`src/rtl/interval_timer_regs.vh`:
```
// constants for the down-counting interval timer: register indices, field
// positions, reset values and timing counts.
// assumes it is included by bare name from the timer module source.
//
// Summary of operation
// - setting run/stop starts counting next cycle; clearing it halts the counter.
// - restart resumes held count, or loads a constant written while stopped.
// - count writes while running wait for end of count; prescaler writes apply immediately.
// - count high, count low and prescaler reset to all ones.
// - core is a 16-bit down counter behind an 8-bit prescaler.
// - end of count is the counter underflowing past zero.
// - single mode end of count stops, reloads and clears run/stop.
// - continuous mode end of count reloads and keeps counting until stopped.
// - single/continuous select writable anytime, together with run/stop in one write.
// - input section off ignores input modes, counts core clock over four.
// - event mode counts input falling edges; source holds each level eight core clocks.
// - gated mode counts core clock over four only while input is high.
// - triggerable mode counts after run/stop set and then an input falling edge.
// - retriggerable mode restarts from constants on falling edge while running only.
// - oscillator variant counts the oscillator-derived clock in event mode.
// - prescaler source: core clock over four, divided oscillator clock, or input pin.
// - output mode zero drives the output pin high.
// - square wave mode toggles the output pin at each end of count.
// - pwm mode copies the lower output-mode bit to the pin at end of count.
// - interrupt select zero raises request per end of count; one passes external pin.
// - up to four identical timers, four consecutive byte registers each.
// - count byte reads return the live count; writes set the reload constant.
// - prescaler reads return the programmed value, not the live prescaler state.
// - control resets to gated input, interrupt select one (external pin), stopped, output off.
`ifndef INTERVAL_TIMER_REGS_VH
`define INTERVAL_TIMER_REGS_VH

// ====================================================================
// register indices (byte address is four times the index)
`define IT_IDX_COUNT_HIGH 10'h0F0
`define IT_IDX_COUNT_LOW 10'h0F1
`define IT_IDX_PRESCALE 10'h0F2
`define IT_IDX_CONTROL 10'h0F3
`define IT_IDX_STRIDE 10'h004
`define IT_IDX_BLOCK 6'h0F
`define IT_SEL_COUNT_HIGH 2'h0
`define IT_SEL_COUNT_LOW 2'h1
`define IT_SEL_PRESCALE 2'h2
`define IT_SEL_CONTROL 2'h3

// ====================================================================
// control field positions
`define IT_RUN_BIT 7
`define IT_SINGLE_BIT 6
`define IT_INMODE_HI 5
`define IT_INMODE_LO 4
`define IT_INPUT_SECTION_ENABLE_BIT 3
`define IT_INTSEL_BIT 2
`define IT_OUTMODE_HI 1
`define IT_OUTMODE_LO 0

// input modes
`define IT_IN_EVENT 2'h0
`define IT_IN_GATED 2'h1
`define IT_IN_TRIG 2'h2
`define IT_IN_RETRIG 2'h3

// ====================================================================
// reset values
`define IT_RST_COUNT 16'hFFFF
`define IT_RST_PRESCALE 8'hFF
`define IT_RST_CONTROL 8'h14

// ====================================================================
// timing: internal clock is divided by four for the timer time base
`define IT_CORE_DIV 4
`define IT_CORE_DIV_LAST 2'h3

`endif

```
`src/rtl/interval_timer.v`:
```
// interval timer block: up to four down-counting timers behind an apb slave.
// assumes ref_clk is the internal core clock at 100 MHz, rst_n is a
// synchronous active-low reset, and pins arrive asynchronously.
//
// Design decision made here: the APB register port.
`timescale 1ns/1ps
`default_nettype none
`include "interval_timer_regs.vh"

module interval_timer #(
  parameter NUM_TIMERS = 4,
  parameter OSC_DIV = 4,
  parameter [3:0] OSC_VARIANT = 4'h0
) (
  input wire ref_clk,
  input wire rst_n,
  input wire psel,
  input wire penable,
  input wire pwrite,
  input wire [11:0] paddr,
  input wire [31:0] pwdata,
  output reg [31:0] prdata,
  output reg pready,
  output reg pslverr,
  input wire [NUM_TIMERS-1:0] timer_input_pin,
  input wire oscillator_derived_clock,
  input wire [NUM_TIMERS-1:0] ext_irq_pin,
  output wire [NUM_TIMERS-1:0] timer_output_pin,
  output wire [NUM_TIMERS-1:0] timer_irq
);

  // kept as integers so no parameter value is cut when it meets a narrow field
  localparam integer NUM_C = NUM_TIMERS;
  localparam integer OSC_LAST = OSC_DIV - 1;

  // ==================================================================
  // apb slave decode
  wire [9:0] word_idx;
  wire [1:0] inst_sel;
  wire [1:0] reg_sel;
  wire mapped;
  wire access_wait;
  wire wr_done;
  wire [8*NUM_TIMERS-1:0] rd_all;
  wire [7:0] rd_byte;

  // index F0..FF holds the block; bits 3:2 pick the timer, 1:0 the register
  assign word_idx = paddr[11:2];
  assign inst_sel = word_idx[3:2];
  assign reg_sel = word_idx[1:0];
  assign mapped = (word_idx[9:4] == `IT_IDX_BLOCK) && ({1'b0, inst_sel} < NUM_C);
  assign access_wait = psel & penable & ~pready;
  // a write lands only at the edge where pready is sampled high
  assign wr_done = psel & penable & pready & pwrite & mapped;
  assign rd_byte = rd_all[inst_sel*8 +: 8];

  // one wait state: pready rises in the second access cycle
  always @(posedge ref_clk) begin
    if (!rst_n) begin
      pready <= 1'b0;
      pslverr <= 1'b0;
      prdata <= 32'h0000_0000;
    end else begin
      pready <= access_wait;
      pslverr <= access_wait & ~mapped;
      if (access_wait) begin
        prdata <= (mapped && !pwrite) ? {24'h00_0000, rd_byte} : 32'h0000_0000;
      end
    end
  end

  // ==================================================================
  // shared time bases
  reg [1:0] core_div;
  reg quarter_tick;
  reg [2:0] osc_sync;
  reg osc_lvl;
  reg [7:0] osc_cnt;
  reg osc_tick;
  wire osc_agree;

  // core clock over four, as a one-cycle enable pulse
  always @(posedge ref_clk) begin
    if (!rst_n) begin
      core_div <= 2'h0;
      quarter_tick <= 1'b0;
    end else begin
      core_div <= core_div + 2'h1;
      quarter_tick <= (core_div == `IT_CORE_DIV_LAST);
    end
  end

  // oscillator-derived clock: synchronised, filtered, then divided
  assign osc_agree = (osc_sync[1] == osc_sync[2]);
  always @(posedge ref_clk) begin
    if (!rst_n) begin
      osc_sync <= 3'h0;
      osc_lvl <= 1'b0;
      osc_cnt <= 8'h00;
      osc_tick <= 1'b0;
    end else begin
      osc_sync <= {osc_sync[1:0], oscillator_derived_clock};
      osc_tick <= 1'b0;
      if (osc_agree) begin
        osc_lvl <= osc_sync[2];
      end
      // count rising edges; the divider models the device-dependent ratio
      if (osc_agree && osc_sync[2] && !osc_lvl) begin
        if (osc_cnt >= OSC_LAST) begin
          osc_cnt <= 8'h00;
          osc_tick <= 1'b1;
        end else begin
          osc_cnt <= osc_cnt + 8'h01;
        end
      end
    end
  end

  // ==================================================================
  // timer instances
  genvar gi;
  generate
    for (gi = 0; gi < NUM_TIMERS; gi = gi + 1) begin : g_timer
      reg [7:0] ctrl;
      reg [15:0] reload;
      reg [7:0] pconst;
      reg [15:0] count;
      reg [7:0] pcount;
      reg pending;
      reg armed;
      reg was_run;
      reg out_q;
      reg irq_q;
      reg [2:0] in_sync;
      reg in_lvl;
      reg [2:0] ext_sync;
      reg ext_lvl;
      reg tick;
      reg [7:0] rd_q;
      wire wr_here;
      wire wr_high;
      wire wr_low;
      wire wr_presc;
      wire wr_ctrl;
      wire run;
      wire in_en;
      wire [1:0] in_mode;
      wire [1:0] out_mode;
      wire in_fall;
      wire start;
      wire retrig;
      wire reload_now;
      wire step;
      wire eoc;

      assign wr_here = wr_done && (inst_sel == gi);
      assign wr_high = wr_here && (reg_sel == `IT_SEL_COUNT_HIGH);
      assign wr_low = wr_here && (reg_sel == `IT_SEL_COUNT_LOW);
      assign wr_presc = wr_here && (reg_sel == `IT_SEL_PRESCALE);
      assign wr_ctrl = wr_here && (reg_sel == `IT_SEL_CONTROL);

      // control field view
      assign run = ctrl[`IT_RUN_BIT];
      assign in_en = ctrl[`IT_INPUT_SECTION_ENABLE_BIT];
      assign in_mode = ctrl[`IT_INMODE_HI:`IT_INMODE_LO];
      assign out_mode = ctrl[`IT_OUTMODE_HI:`IT_OUTMODE_LO];

      // pin synchronisers; the filtered level moves once flops two and three agree
      assign in_fall = (in_sync[1] == in_sync[2]) && in_lvl && !in_sync[2];
      always @(posedge ref_clk) begin
        if (!rst_n) begin
          in_sync <= 3'h7;
          in_lvl <= 1'b1;
          ext_sync <= 3'h0;
          ext_lvl <= 1'b0;
        end else begin
          in_sync <= {in_sync[1:0], timer_input_pin[gi]};
          ext_sync <= {ext_sync[1:0], ext_irq_pin[gi]};
          if (in_sync[1] == in_sync[2]) begin
            in_lvl <= in_sync[2];
          end
          if (ext_sync[1] == ext_sync[2]) begin
            ext_lvl <= ext_sync[2];
          end
        end
      end

      // prescaler clock source per input mode
      always @* begin
        tick = 1'b0;
        if (!in_en) begin
          tick = quarter_tick;
        end else begin
          case (in_mode)
            `IT_IN_EVENT: tick = OSC_VARIANT[gi] ? osc_tick : in_fall;
            `IT_IN_GATED: tick = quarter_tick & in_lvl;
            `IT_IN_TRIG: tick = quarter_tick & armed;
            `IT_IN_RETRIG: tick = quarter_tick;
            default: tick = 1'b0;
          endcase
        end
      end

      // the cycle after run/stop rises is the first counting cycle
      assign start = run & ~was_run;
      assign retrig = run & in_en & (in_mode == `IT_IN_RETRIG) & in_fall;
      assign reload_now = (start & pending) | retrig;
      assign step = run & ~reload_now & tick;
      assign eoc = step && (pcount == 8'h00) && (count == 16'h0000);

      // triggerable mode waits for a falling edge after run/stop is set
      always @(posedge ref_clk) begin
        if (!rst_n) begin
          armed <= 1'b0;
          was_run <= 1'b0;
        end else begin
          was_run <= run;
          if (!run) begin
            armed <= 1'b0;
          end else if (in_en && (in_mode == `IT_IN_TRIG) && in_fall) begin
            armed <= 1'b1;
          end
        end
      end

      // counter, prescaler and reload constants
      always @(posedge ref_clk) begin
        if (!rst_n) begin
          reload <= `IT_RST_COUNT;
          pconst <= `IT_RST_PRESCALE;
          count <= `IT_RST_COUNT;
          pcount <= `IT_RST_PRESCALE;
          pending <= 1'b0;
        end else begin
          if (reload_now) begin
            count <= reload;
            pcount <= pconst;
            pending <= 1'b0;
          end else if (step) begin
            // prescaler divides by its value plus one, then steps the counter
            if (pcount == 8'h00) begin
              pcount <= pconst;
              if (count == 16'h0000) begin
                count <= reload;
                pending <= 1'b0;
              end else begin
                count <= count - 16'h0001;
              end
            end else begin
              pcount <= pcount - 8'h01;
            end
          end
          // software writes come last so a set of pending beats its clear
          if (wr_high) begin
            reload[15:8] <= pwdata[7:0];
            pending <= 1'b1;
          end
          if (wr_low) begin
            reload[7:0] <= pwdata[7:0];
            pending <= 1'b1;
          end
          if (wr_presc) begin
            pconst <= pwdata[7:0];
            if (run) begin
              pcount <= pwdata[7:0];
            end else begin
              pending <= 1'b1;
            end
          end
        end
      end

      // control: single mode clears run/stop at end of count; a software write
      // in the same cycle wins so a fresh start is never lost
      always @(posedge ref_clk) begin
        if (!rst_n) begin
          ctrl <= `IT_RST_CONTROL;
        end else if (wr_ctrl) begin
          ctrl <= pwdata[7:0];
        end else if (eoc && ctrl[`IT_SINGLE_BIT]) begin
          ctrl[`IT_RUN_BIT] <= 1'b0;
        end
      end

      // output pin and interrupt channel
      always @(posedge ref_clk) begin
        if (!rst_n) begin
          out_q <= 1'b1;
          irq_q <= 1'b0;
        end else begin
          if (out_mode == 2'h0) begin
            out_q <= 1'b1;
          end else if (eoc) begin
            if (out_mode[1]) begin
              out_q <= out_mode[0];
            end else begin
              out_q <= ~out_q;
            end
          end
          // with interrupt select zero the request is a one-cycle pulse per end of count
          irq_q <= ctrl[`IT_INTSEL_BIT] ? ext_lvl : eoc;
        end
      end

      // read view: live count, programmed prescaler, control
      always @* begin
        case (reg_sel)
          `IT_SEL_COUNT_HIGH: rd_q = count[15:8];
          `IT_SEL_COUNT_LOW: rd_q = count[7:0];
          `IT_SEL_PRESCALE: rd_q = pconst;
          `IT_SEL_CONTROL: rd_q = ctrl;
          default: rd_q = 8'h00;
        endcase
      end

      assign rd_all[gi*8 +: 8] = rd_q;
      assign timer_output_pin[gi] = out_q;
      assign timer_irq[gi] = irq_q;
    end
  endgenerate

endmodule // interval_timer
`default_nettype wire

```
`config.mk`:
```
export PLATFORM = sky130hd
export DESIGN_NAME = interval_timer
export DESIGN_NICKNAME = d
export VERILOG_FILES = /design/src/rtl/interval_timer.v
export VERILOG_INCLUDE_DIRS = /design/src /design/src/rtl
export SDC_FILE = /design/constraint.sdc
export NUM_CORES = 1
export LEC_CHECK = 0
export BUFFER_PORTS_ARGS = -buffer_cell sky130_fd_sc_hd__buf_2
export CORE_MARGIN = 10
export CORE_UTILIZATION = 23
export DETAILED_ROUTE_END_ITERATION = 10
export GPL_TIMING_DRIVEN = 0
export HOLD_SLACK_MARGIN = 0.03
export PLACE_DENSITY = 0.34
export SETUP_SLACK_MARGIN = 0.05
export SYNTH_ARGS = -nofsm -noshare
export SYNTH_HDL_FRONTEND = slang
export SYNTH_SLANG_ARGS = --single-unit
```
`constraint.sdc`:
```
create_clock -name ref_clk -period 6.6 [get_ports ref_clk]
set_input_delay 0.33 -clock ref_clk [delete_from_list [all_inputs] [get_ports ref_clk]]
set_output_delay 0.33 -clock ref_clk [all_outputs]
set_load 0.01 [all_outputs]
```
======== After elaboration in Yosys (flattened, before gate mapping) ========
Index checks and enable logic that the tools add are counted.
storage, ports and cells
  register bits ........................... 313
  bits of input ports ..................... 58
  word-level logic and storage cells ...... 361
operators by class
  shift operators ......................... 1
  bitwise gates (word level) .............. 61
  add/sub/neg operators ................... 9
  eq/ne operators ......................... 28
  reductions and logical operators ........ 96
  mux-type cells .......................... 97
operators with widths
  kind                   count
  $mux 16                16
  $mux 8                 21
  $pmux 8 s4             4
  $logic_not 16->1       4
  $sub 16x1->16 const B  4
  $mux 1                 52
  $logic_and 1x1->1      49
  $and 1x1->1            42
  $logic_not 8->1        4
  $shiftx 32x6->8        1
  $sub 8x1->8 const B    4
  $eq 2x2->1 const B     13
  $reduce_bool 2->1      12
  $logic_not 2->1        10
  $pmux 1 s4             4
  $reduce_and 2->1       8
  $not 1->1              15
  $eq 2x1->1 const B     6
  $eq 1x1->1             8
  $reduce_or 2->1        4
  $eq 6x4->1 const B     1
  $logic_not 1->1        5
  $or 1x1->1             4
  $add 2x1->2 const B    1

======== Longest topological paths before layout ========
Gate-level depths: netlist of the first run.
  depth in word-level cells ............... 14
  gate-level depth with buffers ........... 10
  gate-level depth less buffers ........... 8

======== Least setup slack after synthesis of the first run ========
OpenSTA, ideal clock, no wires.
  path kind ............................... register to register
  start point ............................. register g_timer[3].count[0]
  end point ............................... register g_timer[3].count[14]
  arrival time ............................ 2.339 ns
  path slack .............................. 4.129 ns
  required time ........................... 6.468 ns
  stages on the path, launching flop included .. 9
  path through ............................ dfxtp_1 > inv_1 > ha_1 > or4b_2 > nor4_1 > nand3_1 > mux2_2 > nor2_1 > o21ai_0
on the way
  cells in the longest elaborated chain, start to end .. 5
RTL lines
  what                                                      RTL line                                    text
  start: declaration                                        interval_timer.v:127                        reg [15:0] count;
  start signal: assignment                                  interval_timer.v:231                        count <= `IT_RST_COUNT;
  start signal: assignment                                  interval_timer.v:236                        count <= reload;
  start signal: assignment                                  interval_timer.v:244                        count <= reload;
  $sub 16x1->16 / $logic_not 16->1 (equally long branches)  interval_timer.v:247, interval_timer.v:243
  $mux 16 *                                                 interval_timer.v:243                        if (count == 16'h0000) begin
  $mux 16 *                                                 interval_timer.v:241                        if (pcount == 8'h00) begin
  $mux 16 *                                                 interval_timer.v:239                        end else if (step) begin
  $mux 16 *                                                 interval_timer.v:235                        if (reload_now) begin
Every way passes the cells marked *; elsewhere a longest branch is shown, timed or not. The select of a mux whose other input is x is not followed.
A chain may end at the register's enable or synchronous reset.

======== Worst setup path after layout of the first run ========
  start point ............................. register quarter_tick
  end point ............................... register g_timer[3].count[9]
on the way
  cells in the longest elaborated chain, start to end .. 6
RTL lines
  what                                   RTL line                                    text
  start: declaration                     interval_timer.v:75                         reg quarter_tick;
  start signal: assignment               interval_timer.v:89                         quarter_tick <= (core_div == `IT_CORE_DIV_LAST);
  $and 1x1->1, on equally long branches  interval_timer.v:197, interval_timer.v:196
  $pmux 1 s4                             interval_timer.v:194                        case (in_mode)
  $mux 1 *                               interval_timer.v:191                        if (!in_en) begin
  $and 1x1->1 *                          interval_timer.v:208                        assign step = run & ~reload_now & tick;
  $reduce_bool 2->1 (no source line) *   --
  $reduce_and 2->1 (no source line) *    --
Every way passes the cells marked *; elsewhere a longest branch is shown, timed or not.

==> results.yml, run 1 <==
clock_tree:
  path_clk_slew_ps: 60
  cts_buffers: 39
  clock_latency_ps: 580
  cts.sinks: 289
  cts_max_path_buffers: 3
  cts_htree_levels: 2
  root_buffer: "clkbuf_16"
  cts_tree: "done"
cells_and_area:
  fin_util_pct: 27.46
  finalNetCount: 2105
  final_common_cell: "dfxtp_1"
  fin_cells: 2913
  drive_above_1_share_pct: 9.722
  mostFrequentLayoutCells: "289 x dfxtp_1, 260 x nand2_1, 152 x nor2_1, 141 x o21ai_0, 137 x nand3_1"
  area_growth_syn_to_layout_pct: 18.04
grt:
  grt_pass1_wl_um: 106300
  grt_use_total_pct: 18.39
  grt.overflow.total: 0
  grt_pass1_vias: 14680
  grt_max_degree: 12
  antenna_found_initial: 4
synthesis:
  syn_area_sq_mm: 0.01532
  synth_cells: 1906
  async_flop_share_pct: 0
  yosysSeqAreaShare_pct: 37.77
  ys_ff_latch: 289
  synth_edf_count: 0
  yosys_warnings: 0
  ys_types: 74
  synth_ff_type: "dfxtp_1"
  avgSynthCellArea_sq_um: 8.038
worst_setup_path:
  cp-startpoint: "quarter_tick"
  path_cells: "inv_1 > o221a_2 > nor4_2 > nor2_1 > clkbuf_1 > o21ai_0 > o211ai_1"
  worstPathRequired_ps: 7000
  worstSetupEndpointType: "flop"
  critPathKind: "flop to flop"
  crit_slowest_cell: "nor4_2"
  timing.rr.start: "quarter_tick"
  cp_max_fo: 10
  regToRegSetupSlack_ps: 2810
  worstPathArrival_ps: 4180
  crit_path_max_incr_delay_ps: 790
  reg2reg_to: "g_timer[3].count[9]"
  worstSetupStartpointType: "flop"
  ff2ff_path_depth: 7
floorplan:
  design.die.area_sq_mm: 0.07733
  die_w_um: 278.1
  row_count: 94
  pin_count: 100
  initial_core_util_pct: 23.26
  core_area_sq_mm: 0.06586
  die_y_um: 278.1
sta:
  max_slew_margin_pct: 9.491
  setup_violations: 0
  rsz0062_at_grt: "no"
  report.final.slew_viol_count: 0
  fin_crit_sh_pct: 57.36
  setup_tns_ps: 0
  fmax_ghz: 0.2641
  min_period_ps: 3786
  hold_viol_final: 0
  skew_ps: 21.62
  tightest_slew_ps: 1358
routing:
  wirelength_met1_um: 34370
  drtPass1Iterations: 7
  wl_met2_um: 32020
  dr_wl_met3_um: 4828
  wl_um: 73850
  wl_per_cell_um: 25.35
  drtIter0Drc: 1412
  antenna_left: 0
  routed_via_density: 5.266
  drcViolationCount: 0
  dr_total_vias: 15340
  maxUsedRoutingLayer: "met5"
place:
  placed_cells: 2832
  gp_congestion: 0.8671
  hpwl_um: 52830
  io_buffers: 37
outcome:
  outcome: "completed"
pwr:
  power_density_mw_per_mm2: 232.4
  p_leak_uw: 0.006875
  peakVddDrop_v: 0.0001495
worst_hold_path:
  min_to: "g_timer[1].ctrl[7]"
  hold_path_class: "input pin to flop"
  whs_path_depth: 3
  hold_path.startpoint: "pwdata[7]"
flow_run:
  cap_violations: 0
## cells by family after synthesis
logic type | Yosys count | synth area share, %
buf+inv | 197 | 5.733
compound gates | 486 | 20.37
fa+ha+maj | 29 | 2.369
flops | 289 | 37.77
other cells | 1 | 0.02448
mux | 103 | 8.404
simple gates | 799 | 25.22
xor+xnor | 2 | 0.1144
## where the power goes
part           switching [uW]  internal (uW)
logic                     181           58.5
clock network             878           1330
registers                6.46           1750
## final cells by class
| cell class | instances | area (sq um) |
|---|---|---|
| diodes | 2 | 5.005 |
| multi-input cells | 1443 | 8748 |
| inverters | 38 | 142.6 |
| flip-flops and latches | 289 | 5786 |
| repair buffers | 48 | 285.3 |
| clock inverters | 8 | 92.59 |
| clock buffers | 62 | 1205 |
| plain buffers | 159 | 738.2 |
| well taps | 864 | 1081 |
| fillers | 7194 | 47780 |
## metrics by stage
| step | area [sq um] | hold slack [ps] | setup WS, ps | power (uW) |
|---|---|---|---|---|
| 6_report | 18080 | 145.7 | 2814 | 4203 |
| 5_1_grt | 18080 | 145.9 | 2688 | 4318 |
| 4_1_cts | 18070 | 133.6 | 2886 | 4252 |
| 3_5_place_dp | 16690 | 391.7 | 2878 | 2029 |
| 3_3_place_gp | 16670 | 387.9 | 2043 | 2030 |
| 2_1_floorplan | 15410 | 386.3 | 4129 | 1910 |
## critical path, delay by kind of cell (launching register included)
| family | cells | cell delay, ps |
|---|---|---|
| AND/OR/NAND/NOR | 2 | 1170 |
| buffers and inverters | 2 | 900 |
| AO/OA/AOI/OAI | 3 | 760 |
| flip-flops | 1 | 770 |
## sequential cells by signal, indices dropped and copies added (netlist names), 2 cells and up
| name | cells |
|---|---|
| g_timer.was_run | 4 |
| g_timer.pending | 4 |
| g_timer.irq_q | 4 |
| g_timer.pconst | 32 |
| core_div | 2 |
| g_timer.armed | 4 |
| prdata | 8 |
| g_timer.pcount | 32 |
| g_timer.reload | 64 |
| g_timer.count | 64 |
| g_timer.in_sync | 12 |
| g_timer.ext_lvl | 4 |
| g_timer.in_lvl | 4 |
| g_timer.out_q | 4 |
| g_timer.ctrl | 32 |
| g_timer.ext_sync | 12 |
## layer usage
metal	global-route usage, %	vias up
met2	28.06	543
met4	7.014	2
met3	3.338	112
met1	25.30	7544
li1	-	7138
met5	0	-
## how the worst max path moves through the flow
stage | to | slack (ps)
2_1_floorplan | g_timer[3].count[14] | 4130
4_1_cts | g_timer[3].count[9] | 2890
3_5_place_dp | g_timer[3].count[9] | 2880
5_1_grt | g_timer[3].pcount[1] | 2690
3_3_place_gp | g_timer[2].pcount[6] | 2040
6_report | g_timer[3].count[9] | 2810
## cells in the mapped netlist (all sizes together), types with 13 or more instances
cell type	number	share of area, %
nor3	45	1.5
clkbuf	114	2.8
nand2	260	6.4
mux2i	69	4.5
nor4	22	0.98
a31oi	22	0.90
nand3	137	4.5
o31ai	14	0.78
ha	29	2.4
nor2b	20	0.82
mux4	19	2.8
o221ai	13	0.74
o22ai	16	0.65
dfxtp	289	38
a21oi	119	3.9
o21ai	142	4.6
inv	38	0.93
nor2	152	3.7
nand4	23	0.94
and3	14	0.57
mux2	15	1.1
buf	45	2.0
and2	28	1.1
nand2b	30	1.2
nor3b	13	0.64
o211ai	42	2.1
## repair_timing
action	4_1_cts	5_1_grt
resized for setup	0	0
setup buffers	0	0
hold buffers	8	0
hold endpoints to repair	8	0
Note: power is estimated with default switching activity, not from simulation.
==> run 2, diff against run 1 <==
Settings changed: PLACE_DENSITY 0.34 to 0.36.
Clock period 6.6 ns to 3.1 ns, I/O delays scaled along.
==> run 2 against run 1 <==
First-iteration DRC count up 4.6%. Utilization rose by 0.33 points. Final area grew 1.2%. Sequential cell count did not move. Critical path type unchanged.
==> results.yml, run 2 (synthesis results as in run 1) <==
outcome:
  outcome: "completed"
cells_and_area:
  fin_util_pct: 27.79
  antenna_cells: 0
  reg_top3: "g_timer.count (64), g_timer.reload (64)"
  fin_cells: 2917
  final_common_cell: "dfxtp_1"
  mostFrequentLayoutCells: "288 x dfxtp_1, 260 x nand2_1, 151 x nor2_1, 141 x o21ai_0, 136 x nand3_1"
  drive_above_1_share_pct: 11.11
  final_area_sq_mm: 0.01830
  area_growth_syn_to_layout_pct: 19.46
  finalNetCount: 2113
grt:
  met1_usage_pct: 24.58
  gr-max-usage-layer: "met2"
  met3_usage_pct: 2.946
  antenna_found_initial: 5
  grt_use_met2_pct: 28.55
  grt_use_total_pct: 18.01
  grt_pass1_wl_um: 104800
  grt_max_degree: 14
  grt_pass1_vias: 14650
  grt.overflow.total: 0
clock_tree:
  cts_tree: "done"
  cts_max_path_buffers: 3
  cts_htree_levels: 2
  root_buffer: "clkbuf_16"
  cts_buffers: 40
  path_clk_slew_ps: 60
  clock_latency_ps: 570
  cts.sinks: 289
routing:
  wl_per_cell_um: 24.86
  antenna_left: 0
  routed_via_density: 5.285
  drtIter0Drc: 1477
  drtPass1Iterations: 5
  wl_um: 72510
  drcViolationCount: 0
  dr_total_vias: 15420
sta:
  whs_ps: 162.4
  rsz0062_at_grt: "no"
  skew_ps: 14.08
  fmax_ghz: 0.3491
  setup_tns_ps: 0
  report.final.slew_viol_count: 0
  tightest_slew_ps: 1392
  hold_viol_final: 0
  setup_violations: 0
  max_slew_margin_pct: 7.222
  fin_crit_sh_pct: 92.40
  min_period_ps: 2864
pwr:
  peakVddDrop_v: 0.0002957
  p_leak_uw: 0.006963
  power_density_mw_per_mm2: 497.9
floorplan:
  row_count: 94
  pin_count: 100
  core_area_sq_mm: 0.06586
  die_y_um: 278.1
  die_w_um: 278.1
  initial_core_util_pct: 23.26
  design.die.area_sq_mm: 0.07733
worst_setup_path:
  cp_num_buf_inv: 0
  reg2reg_to: "g_timer[2].ctrl[7]"
  path_depth: 6
  crit_family: "simple AND/OR/NAND/NOR gates"
  critPathKind: "flop to flop"
  path_cells: "or4_1 > or3_1 > nor2_1 > nand3_1 > o221ai_1 > a21oi_1"
  cp-startpoint: "g_timer[2].count[8]"
  crit_slowest_cell: "or4_1"
  worstSetupEndpointType: "flop"
  crit_end: "g_timer[2].ctrl[7]"
  worstSetupStartpointType: "flop"
  ff2ff_path_depth: 6
  worstPathRequired_ps: 3510
  crit_path_max_incr_delay_ps: 650
  cp_max_fo: 8
  timing.rr.start: "g_timer[2].count[8]"
  regToRegSetupSlack_ps: 240
  worstPathArrival_ps: 3270
place:
  placed_cells: 2831
  gp_congestion: 0.8693
  dpl_cell_area_sq_mm: 0.01669
  hpwl_um: 51900
  io_buffers: 37
worst_hold_path:
  whs_path_depth: 2
  hold_path_class: "input pin to flop"
flow_run:
  cap_violations: 0
[run 2: changes by cell type in the layout (fill, tap and decap cells not counted), moves of 4 or more]
cell / delta
nor4_1: -4
clkbuf_1: -8
clkbuf_2: +7
buf_4: +8
[run 2: worst min-delay path by stage]
| stage | startpoint | end | slack (ps) |
|---|---|---|---|
| floorplan | timer_input_pin[0] | g_timer[0].in_sync[0] | 260 |
| global placement | timer_input_pin[0] | g_timer[0].in_sync[0] | 340 |
| detailed placement | timer_input_pin[0] | g_timer[0].in_sync[0] | 340 |
| CTS | rst_n | g_timer[3].was_run | 100 |
| global route | rst_n | g_timer[3].was_run | 160 |
| finish | rst_n | g_timer[3].was_run | 160 |
[run 2: what timing repair did]
action	CTS	global route
pin swaps	2	1
setup endpoints to repair	84	102
hold buffers	11	0
setup buffers	6	2
hold endpoints to repair	10	0
resized for setup	11	25
[run 2: layout make-up]
| cell class | count | area (sq um) |
|---|---|---|
| Clock inverter | 8 | 168.9 |
| Tap cell | 864 | 1081 |
| Fill cell | 7208 | 47560 |
| Multi-Input combinational cell | 1443 | 8833 |
| Sequential cell | 289 | 5787 |
| Inverter | 38 | 146.4 |
| Clock buffer | 61 | 1181 |
| Buffer | 157 | 740.7 |
| Timing Repair Buffer | 57 | 362.8 |
[run 2: metal layers]
| metal | wire length [um] | vias to the layer above |
|---|---|---|
| met2 | 32690 | 537 |
| met4 | 1945 | 2 |
| met5 | 13 | - |
| met1 | 33350 | 7651 |
| li1 | - | 7127 |
| met3 | 4512 | 100 |
[run 2: stage by stage]
stage          total power [uW]  setup slack [ps]
5_1_grt                    9378             70.89
6_report                   9113             235.6
2_1_floorplan              4066             628.6
3_5_place_dp               4318            -688.4
4_1_cts                    9220             58.17
3_3_place_gp               4317             -1363
[run 2: power by group]
part	switching (uW)	internal (uW)	total [uW]	leakage [uW]
Sequential	14.2	3740	3750	0.00234
Clock	1830	3020	4850	0.000660
Combinational	385	128	514	0.00396
==> run 3, diff against run 2 <==
Settings changed: CORE_MARGIN 10 to 5, HOLD_SLACK_MARGIN 0.03 to not set.
==> run 3 against run 2 <==
Clock skew increased by 3.6 ps. Utilization increased by 0.063 points. Register-to-register slack about the same. Sequential cell count unchanged. Global-route usage increased by 1.5 points. Largest cell class unchanged. Highest routed layer is now met4.
==> results.yml, run 3 (synthesis results as in run 1) <==
routing:
  antenna_left: 0
  drcViolationCount: 0
  drtPass1Iterations: 7
  wl_per_cell_um: 24.73
  routed_via_density: 5.221
  drtIter0Drc: 1383
  wl_um: 72130
  dr_total_vias: 15230
worst_setup_path:
  worstPathArrival_ps: 3340
  crit_slowest_cell: "dfxtp_1"
  cp_num_buf_inv: 2
  path_cells: "inv_1 > ha_1 > nand2_1 > o221a_2 > or3_1 > o21ai_2 > clkbuf_1 > o21ai_0 > a32oi_1"
  cp_max_fo: 10
  worstSetupStartpointType: "flop"
  critPathKind: "flop to flop"
  crit_path_max_incr_delay_ps: 450
  worstSetupEndpointType: "flop"
  worstPathRequired_ps: 3580
  crit_family: "compound AO/OA/AOI/OAI gates"
sta:
  rsz0062_at_grt: "no"
  setup_violations: 0
  fin_crit_sh_pct: 92.26
  hold_viol_final: 0
  tightest_slew_ps: 1466
  max_slew_margin_pct: 2.276
  skew_ps: 17.71
  fmax_ghz: 0.3496
  report.final.slew_viol_count: 0
  min_period_ps: 2860
clock_tree:
  cts_htree_levels: 2
  cts_max_path_buffers: 3
  root_buffer: "clkbuf_16"
  cts.sinks: 289
  path_clk_slew_ps: 60
  cts_buffers: 39
  clock_latency_ps: 570
  cts_tree: "done"
cells_and_area:
  final_common_cell: "dfxtp_1"
  finalNetCount: 2110
  area_growth_syn_to_layout_pct: 19.73
  reg_top3: "g_timer.count (64), g_timer.reload (64)"
  antenna_cells: 0
  drive_above_1_share_pct: 11.64
  final_area_sq_mm: 0.01834
  mostFrequentLayoutCells: "288 x dfxtp_1, 260 x nand2_1, 151 x nor2_1, 141 x o21ai_0, 136 x nand3_1"
  fin_util_pct: 27.85
  fin_cells: 2917
pwr:
  finalPower_uw: 9215
  peakVddDrop_v: 0.0003884
  p_leak_uw: 0.007009
  power_density_mw_per_mm2: 502.4
grt:
  grt_max_degree: 13
  grt.overflow.total: 0
  grt_use_total_pct: 19.46
  grt_pass1_vias: 14410
  grt_pass1_wl_um: 103800
  antenna_found_initial: 2
worst_hold_path:
  hold_path_class: "input pin to flop"
floorplan:
  die_w_um: 268.1
  initial_core_util_pct: 23.26
  row_count: 94
  core_area_sq_mm: 0.06586
  design.die.area_sq_mm: 0.07187
  die_y_um: 268.1
  pin_count: 100
place:
  dpl_cell_area_sq_mm: 0.01669
  io_buffers: 37
  hpwl_um: 51610
  gp_congestion: 0.8682
  placed_cells: 2831
flow_run:
  cap_violations: 0
outcome:
  outcome: "completed"
[run 3: changes by cell type in the layout (fill, tap and decap cells not counted), moves of 2 or more]
cell	change
buf_4	-2
clkbuf_1	-9
clkbuf_2	+4
clkbuf_8	+2
clkinv_2	+4
clkinvlp_4	+3
dlygate4sd3_1	-2
nor4_4	+2
[run 3: cell type report]
| type | instances | area, sq um |
|---|---|---|
| inverters | 38 | 146.4 |
| fillers | 7184 | 47520 |
| clock inverters | 15 | 211.5 |
| flip-flops and latches | 289 | 5789 |
| plain buffers | 159 | 753.2 |
| multi-input cells | 1443 | 8851 |
| well taps | 864 | 1081 |
| clock buffers | 56 | 1182 |
| repair buffers | 53 | 327.8 |
[run 3: path summary, 6_finish.rpt]
| check | from | slack, ps | endpoint | cells after the start |
|---|---|---|---|---|
| worst max-delay path | g_timer[2].ctrl[5] | 240 | g_timer[2].count[12] | 9 |
| worst min-delay path | penable | 40 | prdata[5] | 4 |
| worst max register to register | g_timer[2].ctrl[5] | 240 | g_timer[2].count[12] | 9 |
| worst min register to register | g_timer[0].in_sync[0] | 400 | g_timer[0].in_sync[1] | 1 |
[run 3: stage by stage]
step	hold slack, ps	setup WS [ps]	setup TNS (ps)
after floorplan	256.5	628.6	0
after global placement	337.8	-1324	-83290
after detailed placement	339.6	-782.4	-39830
after CTS	19.36	64.93	0
after global routing	108.4	70.38	0
final	41.59	239.8	0
[run 3: worst register-to-register path: cells and delay by family, from the launching register on]
family,cells,cell delay (ps)
buffers and inverters,2,480
adder cells (fa/ha/maj),1,270
AND/OR/NAND/NOR,2,470
flip-flops,1,450
AO/OA/AOI/OAI,4,1110
[run 3: layer usage]
layer / global-route usage (%) / routed length [um] / vias to the layer above
met1: 27.47 / 33190 / 7453
met2: 29.96 / 31780 / 542
met5: 0 / 0 / -
met4: 5.550 / 2111 / 0
li1: - / - / 7133
met3: 4.349 / 5045 / 103
[run 3: timing repair]
action / CTS / global route
pin swaps: 2 / 1
setup endpoints to repair: 135 / 96
buffers inserted: 4 / 2
hold buffers: 9 / 0
gates resized for setup: 14 / 31
hold endpoints to repair: 9 / 0
[run 3: power breakdown]
part	total, uW	internal [uW]	switching (uW)	leakage (uW)
logic	512	127	385	0.00399
clock network	4960	3070	1890	0.000682
registers	3750	3730	14.2	0.00234
total	9220	6930	2290	0.00701
